[src/sd_rx_pkg.sv]
/*
 * Shared constants and types for the sigma-delta bit-stream receiver:
 * clock division, decimation, code limits and the sample carrier.
 * Assumes a single 25 MHz master clock domain.
 */
package sd_rx_pkg;

    // Master clock rate in Hz
    localparam int unsigned MCLK_HZ      = 25_000_000;
    // Bit-stream clock is the master clock divided by sixteen
    localparam int unsigned BIT_DIV      = 16;
    localparam int unsigned BIT_DIV_W    = $clog2(BIT_DIV);
    // Sample rate constant in samples per second; unused, the decimator gives about 12.2 kSPS
    localparam int unsigned OUT_SPS      = 8_000;
    // Bits averaged per output word: 1.5625 MHz / 128 is about 12.2 kSPS
    localparam int unsigned DEC_RATIO    = 128;
    localparam int unsigned DEC_W        = $clog2(DEC_RATIO);
    // Integrator width: 1 + 3 * log2(128) = 22, kept with margin
    localparam int unsigned ACC_W        = 26;
    // Channels per front-end chip: current, first and second voltage
    localparam int unsigned NUM_CH       = 3;
    localparam int unsigned CH_W         = 2;
    // Output code width and limits
    localparam int unsigned CODE_W       = 24;
    localparam logic [CODE_W-1:0] CODE_MAX = 24'h7F_FFFF;
    localparam logic [CODE_W-1:0] CODE_MIN = 24'h80_0000;
    // Scale from filter gain 2^21 up to 24-bit range
    localparam int unsigned CODE_SHIFT   = 2;
    // Divider phase at which the bit clock falls and data is taken
    localparam logic [BIT_DIV_W-1:0] PH_FALL = 4'h8;
    localparam logic [BIT_DIV_W-1:0] PH_TAKE = 4'hF;
    // Channel indices
    localparam logic [CH_W-1:0] CH_CURRENT = 2'h0;
    localparam logic [CH_W-1:0] CH_VOLT1   = 2'h1;
    localparam logic [CH_W-1:0] CH_VOLT2   = 2'h2;

    // One filtered word leaving the receiver
    typedef struct packed {
        logic [CH_W-1:0]   chan;
        logic              sat;
        logic              lost;
        logic [CODE_W-1:0] code;
    } sample_t;

    localparam int unsigned SAMPLE_W = $bits(sample_t);

endpackage

[src/sd_rx_buffer.sv]
/*
 * Two-entry buffer with valid and ready on both sides.
 * Head entry sits in its own register so the output is a flop.
 * Assumes the sink may hold ready low for any number of cycles.
 */
`timescale 1ns/1ps
module sd_rx_buffer #(
    parameter int unsigned WIDTH = 8
) (
    // Clock and reset
    input  wire logic             mclk,
    input  wire logic             resetn,
    // Filling side
    input  wire logic             in_valid,
    output logic                  in_ready,
    input  wire logic [WIDTH-1:0] in_data,
    // Draining side
    output logic                  out_valid,
    input  wire logic             out_ready,
    output logic [WIDTH-1:0]      out_data
);

    logic [WIDTH-1:0] slot_q [2];
    logic [1:0]       cnt_q;
    logic [1:0]       cnt_d;
    logic             valid_q;
    logic             push;
    logic             pop;

    // Ready drops only when both slots are taken
    assign in_ready  = (cnt_q != 2'd2);
    assign push      = in_valid && in_ready;
    assign pop       = valid_q && out_ready;
    assign out_valid = valid_q;
    assign out_data  = slot_q[0];

    // Next fill level
    always_comb begin
        cnt_d = cnt_q;
        if (push && !pop) begin
            cnt_d = cnt_q + 2'd1;
        end else if (pop && !push) begin
            cnt_d = cnt_q - 2'd1;
        end
    end

    // Fill level; valid is its own flop so the port is registered
    always_ff @(posedge mclk or negedge resetn) begin
        if (!resetn) begin
            cnt_q   <= 2'd0;
            valid_q <= 1'b0;
        end else begin
            cnt_q   <= cnt_d;
            valid_q <= (cnt_d != 2'd0);
        end
    end

    // Storage shifts toward the head on pop
    always_ff @(posedge mclk or negedge resetn) begin
        if (!resetn) begin
            slot_q[0] <= '0;
            slot_q[1] <= '0;
        end else if (pop) begin
            slot_q[0] <= (cnt_q == 2'd2) ? slot_q[1] : in_data;
            if (push && cnt_q == 2'd2) begin
                slot_q[1] <= in_data;
            end
        end else if (push) begin
            if (cnt_q == 2'd0) begin
                slot_q[0] <= in_data;
            end else begin
                slot_q[1] <= in_data;
            end
        end
    end

endmodule

[src/sd_rx_top.sv]
/*
 * Sigma-delta bit-stream receiver: drives the bit-stream clock, takes
 * one bit per period from each front-end data pin and averages the
 * streams in a third-order decimation filter into 24-bit signed words.
 * Assumes data pins are asynchronous and the front end changes data
 * on the rising edge of the bit-stream clock.
 */
// Overview of operation
// - Modulators sample at master clock over sixteen, 1.5625 MHz nominal.
// - Each stream carries one bit per sampling period, ones and zeros.
// - Each bit is a one-bit feedback level, weighted plus or minus one.
// - Low-pass filter averages bits into 24-bit words after isolation.
// - Data pins are timed by the bit clock this receiver drives.
// - Nominal full scale yields about 5,320,000, varying per chip.
// - Inputs beyond full scale may overflow the filter; flagged here.
// - A full chip gives one current and two voltage streams.
// - Reduced chip has no second voltage stream; receiver skips it.
// - Non-isolated chip uses the same stream and filter arrangement.
`timescale 1ns/1ps
module sd_rx_top (
    // Clock and reset
    input  wire logic                            mclk,
    input  wire logic                            resetn,
    // Front-end link
    output logic                                 bit_clk,
    input  wire logic [sd_rx_pkg::NUM_CH-1:0]    data_pin,
    // Strap: high when the second voltage stream exists
    input  wire logic                            volt2_present,
    // Sample stream
    output logic                                 out_valid,
    input  wire logic                            out_ready,
    output sd_rx_pkg::sample_t                   out_data
);
    import sd_rx_pkg::*;

    logic [BIT_DIV_W-1:0] div_q;
    logic                 bit_clk_q;
    logic                 take;
    logic [DEC_W-1:0]     dec_q;
    logic                 dump;
    logic [NUM_CH-1:0]    sync1_q;
    logic [NUM_CH-1:0]    sync2_q;
    logic                 v2_s1_q;
    logic                 v2_s2_q;
    logic [NUM_CH-1:0]    pend_q;
    logic                 push_fire;
    sample_t              word_q [NUM_CH];
    sample_t              push_word;
    logic                 push_valid;
    logic                 push_ready;
    logic [CH_W-1:0]      pick;
    logic [NUM_CH-1:0]    ch_on;

    // Divide master clock by sixteen for the bit-stream clock
    always_ff @(posedge mclk or negedge resetn) begin
        if (!resetn) begin
            div_q <= '0;
        end else begin
            div_q <= div_q + 1'b1;
        end
    end

    // Bit clock high for the first half period, low for the second
    always_ff @(posedge mclk or negedge resetn) begin
        if (!resetn) begin
            bit_clk_q <= 1'b0;
        end else if (div_q == (BIT_DIV_W)'(BIT_DIV - 1)) begin
            bit_clk_q <= 1'b1;
        end else if (div_q == PH_FALL - 1'b1) begin
            bit_clk_q <= 1'b0;
        end
    end
    assign bit_clk = bit_clk_q;

    // Two-flop synchronisers on data pins and the strap
    always_ff @(posedge mclk or negedge resetn) begin
        if (!resetn) begin
            sync1_q <= '0;
            sync2_q <= '0;
            v2_s1_q <= 1'b0;
            v2_s2_q <= 1'b0;
        end else begin
            sync1_q <= data_pin;
            sync2_q <= sync1_q;
            v2_s1_q <= volt2_present;
            v2_s2_q <= v2_s1_q;
        end
    end

    // Take late in the low half, well after data settles past sync delay
    assign take = (div_q == PH_TAKE);

    // Decimation counter: one word per 128 bits, about 12.2 kSPS
    always_ff @(posedge mclk or negedge resetn) begin
        if (!resetn) begin
            dec_q <= '0;
        end else if (take) begin
            dec_q <= dec_q + 1'b1;
        end
    end
    assign dump = take && (dec_q == (DEC_W)'(DEC_RATIO - 1));

    // Reduced chip: second voltage stream simply never reported
    assign ch_on = {v2_s2_q, 2'b11};

    // Third-order integrate-and-dump filter, one per stream
    genvar g;
    generate
        for (g = 0; g < NUM_CH; g++) begin : g_ch
            logic signed [ACC_W-1:0] i1_q, i2_q, i3_q;
            logic signed [ACC_W-1:0] z1_q, z2_q, z3_q;
            logic signed [ACC_W-1:0] d1, d2, d3;
            logic signed [ACC_W-1:0] x;
            logic signed [ACC_W-1:0] scaled;
            logic                    hi;
            logic                    lo;

            // Bit one feeds back +1, bit zero feeds back -1
            assign x = sync2_q[g] ? ACC_W'(1) : -ACC_W'(1);

            // Integrators run at the bit rate; wrap is harmless
            always_ff @(posedge mclk or negedge resetn) begin
                if (!resetn) begin
                    i1_q <= '0;
                    i2_q <= '0;
                    i3_q <= '0;
                end else if (take) begin
                    i1_q <= i1_q + x;
                    i2_q <= i2_q + i1_q;
                    i3_q <= i3_q + i2_q;
                end
            end

            // Combs at the word rate
            assign d1 = i3_q - z1_q;
            assign d2 = d1 - z2_q;
            assign d3 = d2 - z3_q;
            always_ff @(posedge mclk or negedge resetn) begin
                if (!resetn) begin
                    z1_q <= '0;
                    z2_q <= '0;
                    z3_q <= '0;
                end else if (dump) begin
                    z1_q <= i3_q;
                    z2_q <= d1;
                    z3_q <= d2;
                end
            end

            // Gain 2^21 scaled to 24 bits; all-ones input tops out
            assign scaled = d3 <<< CODE_SHIFT;
            assign hi = scaled > $signed({{(ACC_W-CODE_W){1'b0}}, CODE_MAX});
            assign lo = scaled < $signed({{(ACC_W-CODE_W){1'b1}}, CODE_MIN});

            // Saturate rather than wrap, and flag it
            always_ff @(posedge mclk or negedge resetn) begin
                if (!resetn) begin
                    word_q[g] <= '0;
                end else if (dump) begin
                    word_q[g].chan <= CH_W'(g);
                    word_q[g].sat  <= hi || lo;
                    // A word drained in this same cycle was not lost
                    word_q[g].lost <= pend_q[g] &&
                                      !(push_fire && pick == CH_W'(g));
                    word_q[g].code <= hi ? CODE_MAX :
                                      lo ? CODE_MIN :
                                      scaled[CODE_W-1:0];
                end
            end
        end
    endgenerate

    // Lowest pending channel goes first into the buffer
    always_comb begin
        pick = CH_CURRENT;
        if (pend_q[CH_CURRENT]) begin
            pick = CH_CURRENT;
        end else if (pend_q[CH_VOLT1]) begin
            pick = CH_VOLT1;
        end else if (pend_q[CH_VOLT2]) begin
            pick = CH_VOLT2;
        end
    end
    assign push_valid = |pend_q;
    assign push_word  = word_q[pick];

    // Pending words; a new dump wins over the drain of the same slot
    always_ff @(posedge mclk or negedge resetn) begin
        if (!resetn) begin
            pend_q <= '0;
        end else begin
            for (int c = 0; c < NUM_CH; c++) begin
                if (dump && ch_on[c]) begin
                    pend_q[c] <= 1'b1;
                end else if (push_fire && pick == CH_W'(c)) begin
                    pend_q[c] <= 1'b0;
                end
            end
        end
    end

    // One word enters the buffer this cycle
    assign push_fire = push_valid && push_ready;

    // Stall by the sink holds up to two words here; a longer stall overwrites pending words and flags them lost
    sd_rx_buffer #(
        .WIDTH (SAMPLE_W)
    ) u_buf (
        .mclk      (mclk),
        .resetn    (resetn),
        .in_valid  (push_valid),
        .in_ready  (push_ready),
        .in_data   (push_word),
        .out_valid (out_valid),
        .out_ready (out_ready),
        .out_data  (out_data)
    );

endmodule

[config.mk]
export PLATFORM = sky130hd
export DESIGN_NAME = sd_rx_top
export DESIGN_NICKNAME = d
export VERILOG_FILES = /design/src/sd_rx_pkg.sv /design/src/sd_rx_buffer.sv /design/src/sd_rx_top.sv
export SDC_FILE = /design/constraint.sdc
export NUM_CORES = 2
export LEC_CHECK = 0
export BUFFER_PORTS_ARGS = -buffer_cell sky130_fd_sc_hd__buf_2
export CORE_ASPECT_RATIO = 1.4
export CORE_MARGIN = 2
export CORE_UTILIZATION = 60
export CTS_CLUSTER_DIAMETER = 120
export DETAILED_ROUTE_END_ITERATION = 8
export MAX_ROUTING_LAYER = met4
export PLACE_DENSITY = 0.86
export SLEW_MARGIN = 15
export SYNTH_ARGS = -nofsm -noshare
export SYNTH_HDL_FRONTEND = slang
export SYNTH_SLANG_ARGS = --single-unit
[constraint.sdc]
create_clock -name mclk -period 8.1 [get_ports mclk]
set_clock_uncertainty 0.2 [all_clocks]
set_input_delay 1.62 -clock mclk [delete_from_list [all_inputs] [get_ports mclk]]
set_output_delay 1.62 -clock mclk [all_outputs]
set_load 0.02 [all_outputs]
==> results by group <==
Status
  • Status: finished clean

STA
  • Period utilization: approximately 92%
  • Final-report hold violation count: 0
  • Fin crit period: roughly 7.5 ns
  • Sum Neg Setup Slack: 0 ns
  • Slew headroom: a little over a quarter
  • RSZ-0062 raised after global routing: false
  • Final Slew Violations: 0
  • Worst-Margin Slew: 1.10 ns
  • Count of final setup violators: 0
  • Fmax: ~130 MHz

Floorplan
  • Chip width: roughly 220 microns
  • Rows: approximately 110
  • Die area: 70300 sq um
  • Die Y-Extent: 313 microns
  • Starting Density: about 60%
  • Core Region: 67700 sq um
  • Top Ports: 37

Cells and area
  • Antenna cells: 0
  • Post-route cell area: 43700 sq um
  • Layout overhead on the synthesized area: 6.74%
  • Fill cells: a little over 5000
  • Layout cells sized above 1: 5.50%
  • Nets: 5031
  • Layout Utilization: 64.5%

Synthesis
  • Post-synth EDFFs: 0
  • Register bit count reported by yosys: 588
  • Synth warn: 0
  • Mapped cell area: 40900 sq um
  • Avg Cell Area, Syn: 8.81 sq um
  • Largest cells by area after synthesis: dfrtp_1 (36%), ha_1 (13%), o21ai_0 (6.7%)
  • Async S/R FF share, synth: 100%
  • Synth cell types: 100
  • Synth top area share: a little over a third
  • Seq/Total Area, Yosys: 36.0%
  • Largest area contributor in the synthesized netlist: dfrtp_1
  • Post-Syn Nets: 5085
  • Post-synthesis cell count: around 4600
  • Prevailing post-synth register cell: dfrtp_1

Place
  • GPL Wtd Cong: 0.937
  • Port bufs: 36
  • Hpwl dp: 61400 microns
  • Placement Cell Area: 41600 sq um

Detailed routing
  • DR WL/cell: 15.6 microns
  • ANT nets after route: 0
  • Pre-antenna DRT Iters: 5
  • DR vias/cell: between 5 and 6
  • Number of DRC markers in iteration 0: approximately 1900
  • Total wire length: 85800 microns
  • Routed vias: about 32000
  • Drt drc: 0

GRT
  • First-pass GRT wire length: 146000 microns
  • GRT Total Usage: between 20 and 30%
  • Gr ovfl total: 0
  • Initial antenna violation count: 0
  • Largest net degree at the start of global routing: 208
  • Vias in the first global route: 31800

Worst setup path
  • Family with the most delay on the worst path: compound AO/OA/AOI/OAI gates
  • Worst Path Required: around 8.4 ns
  • CP Max Fanout: 21
  • Kind of critical path: flop to flop
  • Crit-path max cell delay: between 0.4 and 0.5 ns
  • Slowest stage cell, crit path: a2111oi_1
  • Worst Path Arrival: just under 8 ns
  • Crit path top cell by count: a21oi_1
  • Buf/Inv on CP: 3
  • Crit start category: flop
  • Worst setup EP type: flop
  • R2R setup slack: 0.61 ns

Clock network
  • Clock Sinks: 588
  • CTS max path bufs: 3
  • H-tree Lvls: 2
  • Setup Buffers After CTS: 0
  • CTS clk-pin slew, worst paths: 0.07 ns
  • TritonCTS clock tree: yes
  • Worst skew pair latency: 0.64 ns
  • Post-CTS Hold Buffers: 0
  • Root Driver: clkbuf_16
  • Cts bufs inserted: 56

Pwr
  • Final Power: ~0.013 W
  • Maximum VDD drop: around 0.19 mV
  • Pwr Density: 309 nW/um^2
  • Pleak: 20.1 nW

Job
  • Max-Cap Viols: 0

Worst hold path
  • Worst min path class: flop to flop
## synth_stat cells, drive strengths merged, types with 11 or more instances
master / number
nand2: 653
dfrtp: 588
o21ai: 572
ha: 415
inv: 323
a21oi: 319
nor2: 241
xnor2: 239
xor2: 128
a21o: 127
clkbuf: 112
nand2b: 68
nand3: 68
o21a: 61
mux2i: 59
buf: 55
nor3: 54
nor2b: 51
o21bai: 49
mux2: 43
o31ai: 41
a221o: 40
a211oi: 31
and3: 26
a31oi: 25
or2: 20
o41ai: 19
fa: 18
or3: 18
o211ai: 17
nand4: 15
and2: 13
a2111oi: 11
o31a: 11
## sequential cells by signal, indices dropped and copies added (netlist names), 4 cells and up
name and cells:
g_ch.i2_q 72, g_ch.i3_q 72, g_ch.i1_q 72, u_buf.out_data 27, dec_q 7, u_buf.slot_q 27
word_q 76, g_ch.z1_q 72, div_q 4, g_ch.z2_q 72, g_ch.z3_q 72
## worst register-to-register path, delay by kind of cell, from the launching register on
kind / cells / cell delay, ns
AO/OA/AOI/OAI: 15 / 3.77
XOR/XNOR: 4 / 0.85
adder cells (fa/ha/maj): 4 / 1.25
buffers and inverters: 3 / 0.42
flip-flops: 1 / 0.38
AND/OR/NAND/NOR: 6 / 0.52
## cell type report
| type | count | area (sq um) | area share (%) |
|---|---|---|---|
| clock buffers | 78 | 1580 | 3.63 |
| clock inverters | 25 | 429 | 0.983 |
| inverters | 323 | 1210 | 2.78 |
| multi-input cells | 3567 | 24200 | 55.5 |
| flip-flops and latches | 588 | 14700 | 33.7 |
| well taps | 862 | 1080 | 2.47 |
| repair buffers | 55 | 408 | 0.934 |
## layer usage
layer	track usage [%]	routed length (microns)	vias to the layer above
li1	-	-	16100
met1	29.1	35700	15300
met2	44.3	43300	541
met3	2.83	2760	215
met4	11.3	3970	0
met5	-	0	-
## layout by cell type (no fill, tap or decap), types with 13 or more instances in the layout
cell type,instances
o31ai_1,40
a221o_1,40
nor2_1,240
nor2b_1,50
o21bai_1,48
nor3_1,52
a21oi_1,314
buf_4,13
a21o_1,127
and3_1,24
xor2_1,128
a211oi_1,29
mux2i_1,59
dfrtp_1,588
o211ai_1,17
nand4_1,15
nand2b_1,68
a31oi_1,24
o41ai_1,15
fa_1,18
nand3_1,66
clkbuf_16,56
ha_1,415
inv_1,323
xnor2_1,237
o21ai_0,544
or2_2,17
or3_1,18
o21ai_1,26
nand2_1,652
o21a_1,60
mux2_2,43
buf_2,35
## worst paths after layout
kind / start / to / cells past startpoint
min in group asynchronous: resetn / g_ch[1].i1_q[20] / 1
max in group asynchronous: resetn / g_ch[0].z3_q[11] / 2
worst max-delay path: g_ch[0].i3_q[0] / word_q[78] / 32
worst max register to register: g_ch[0].i3_q[0] / word_q[78] / 32
worst min-delay path: sync1_q[0] / sync2_q[0] / 0
worst min register to register: sync1_q[0] / sync2_q[0] / 0
## metrics by stage
step / std cells / hold slack, ns / setup WS (ns)
after detailed placement: 5395 / 0.141 / 0.578
after global routing: 5498 / 0.168 / 0.0355
final: 5498 / 0.154 / 0.611
after floorplan: 4645 / 0.131 / 1.69
after CTS: 5498 / 0.160 / 0.495
after global placement: 5395 / 0.137 / 0.678
## what timing repair did
| action | CTS | global route |
|---|---|---|
| gates resized for setup | 0 | 2 |
| endpoints found under the setup margin | 0 | 41 |
| endpoints found under the hold margin | 0 | 0 |
## report_power, final
part / switching [W] / internal, W
clock network: 0.00118 / 0.00172
logic: 0.00387 / 0.00295
registers: 0.000402 / 0.00335
total: 0.00546 / 0.00802
## logic make-up after synthesis
family / count (synthesis) / synth area share (%)
flip-flops: 588 / 36.0
XOR/XNOR: 369 / 8.01
adder cells (fa/ha/maj): 433 / 13.6
AND/OR/NAND/NOR: 1256 / 13.6
AO/OA/AOI/OAI: 1407 / 21.4
buffers and inverters: 490 / 4.89
multiplexers: 102 / 2.63
Note: power is estimated with default switching activity, not from simulation.
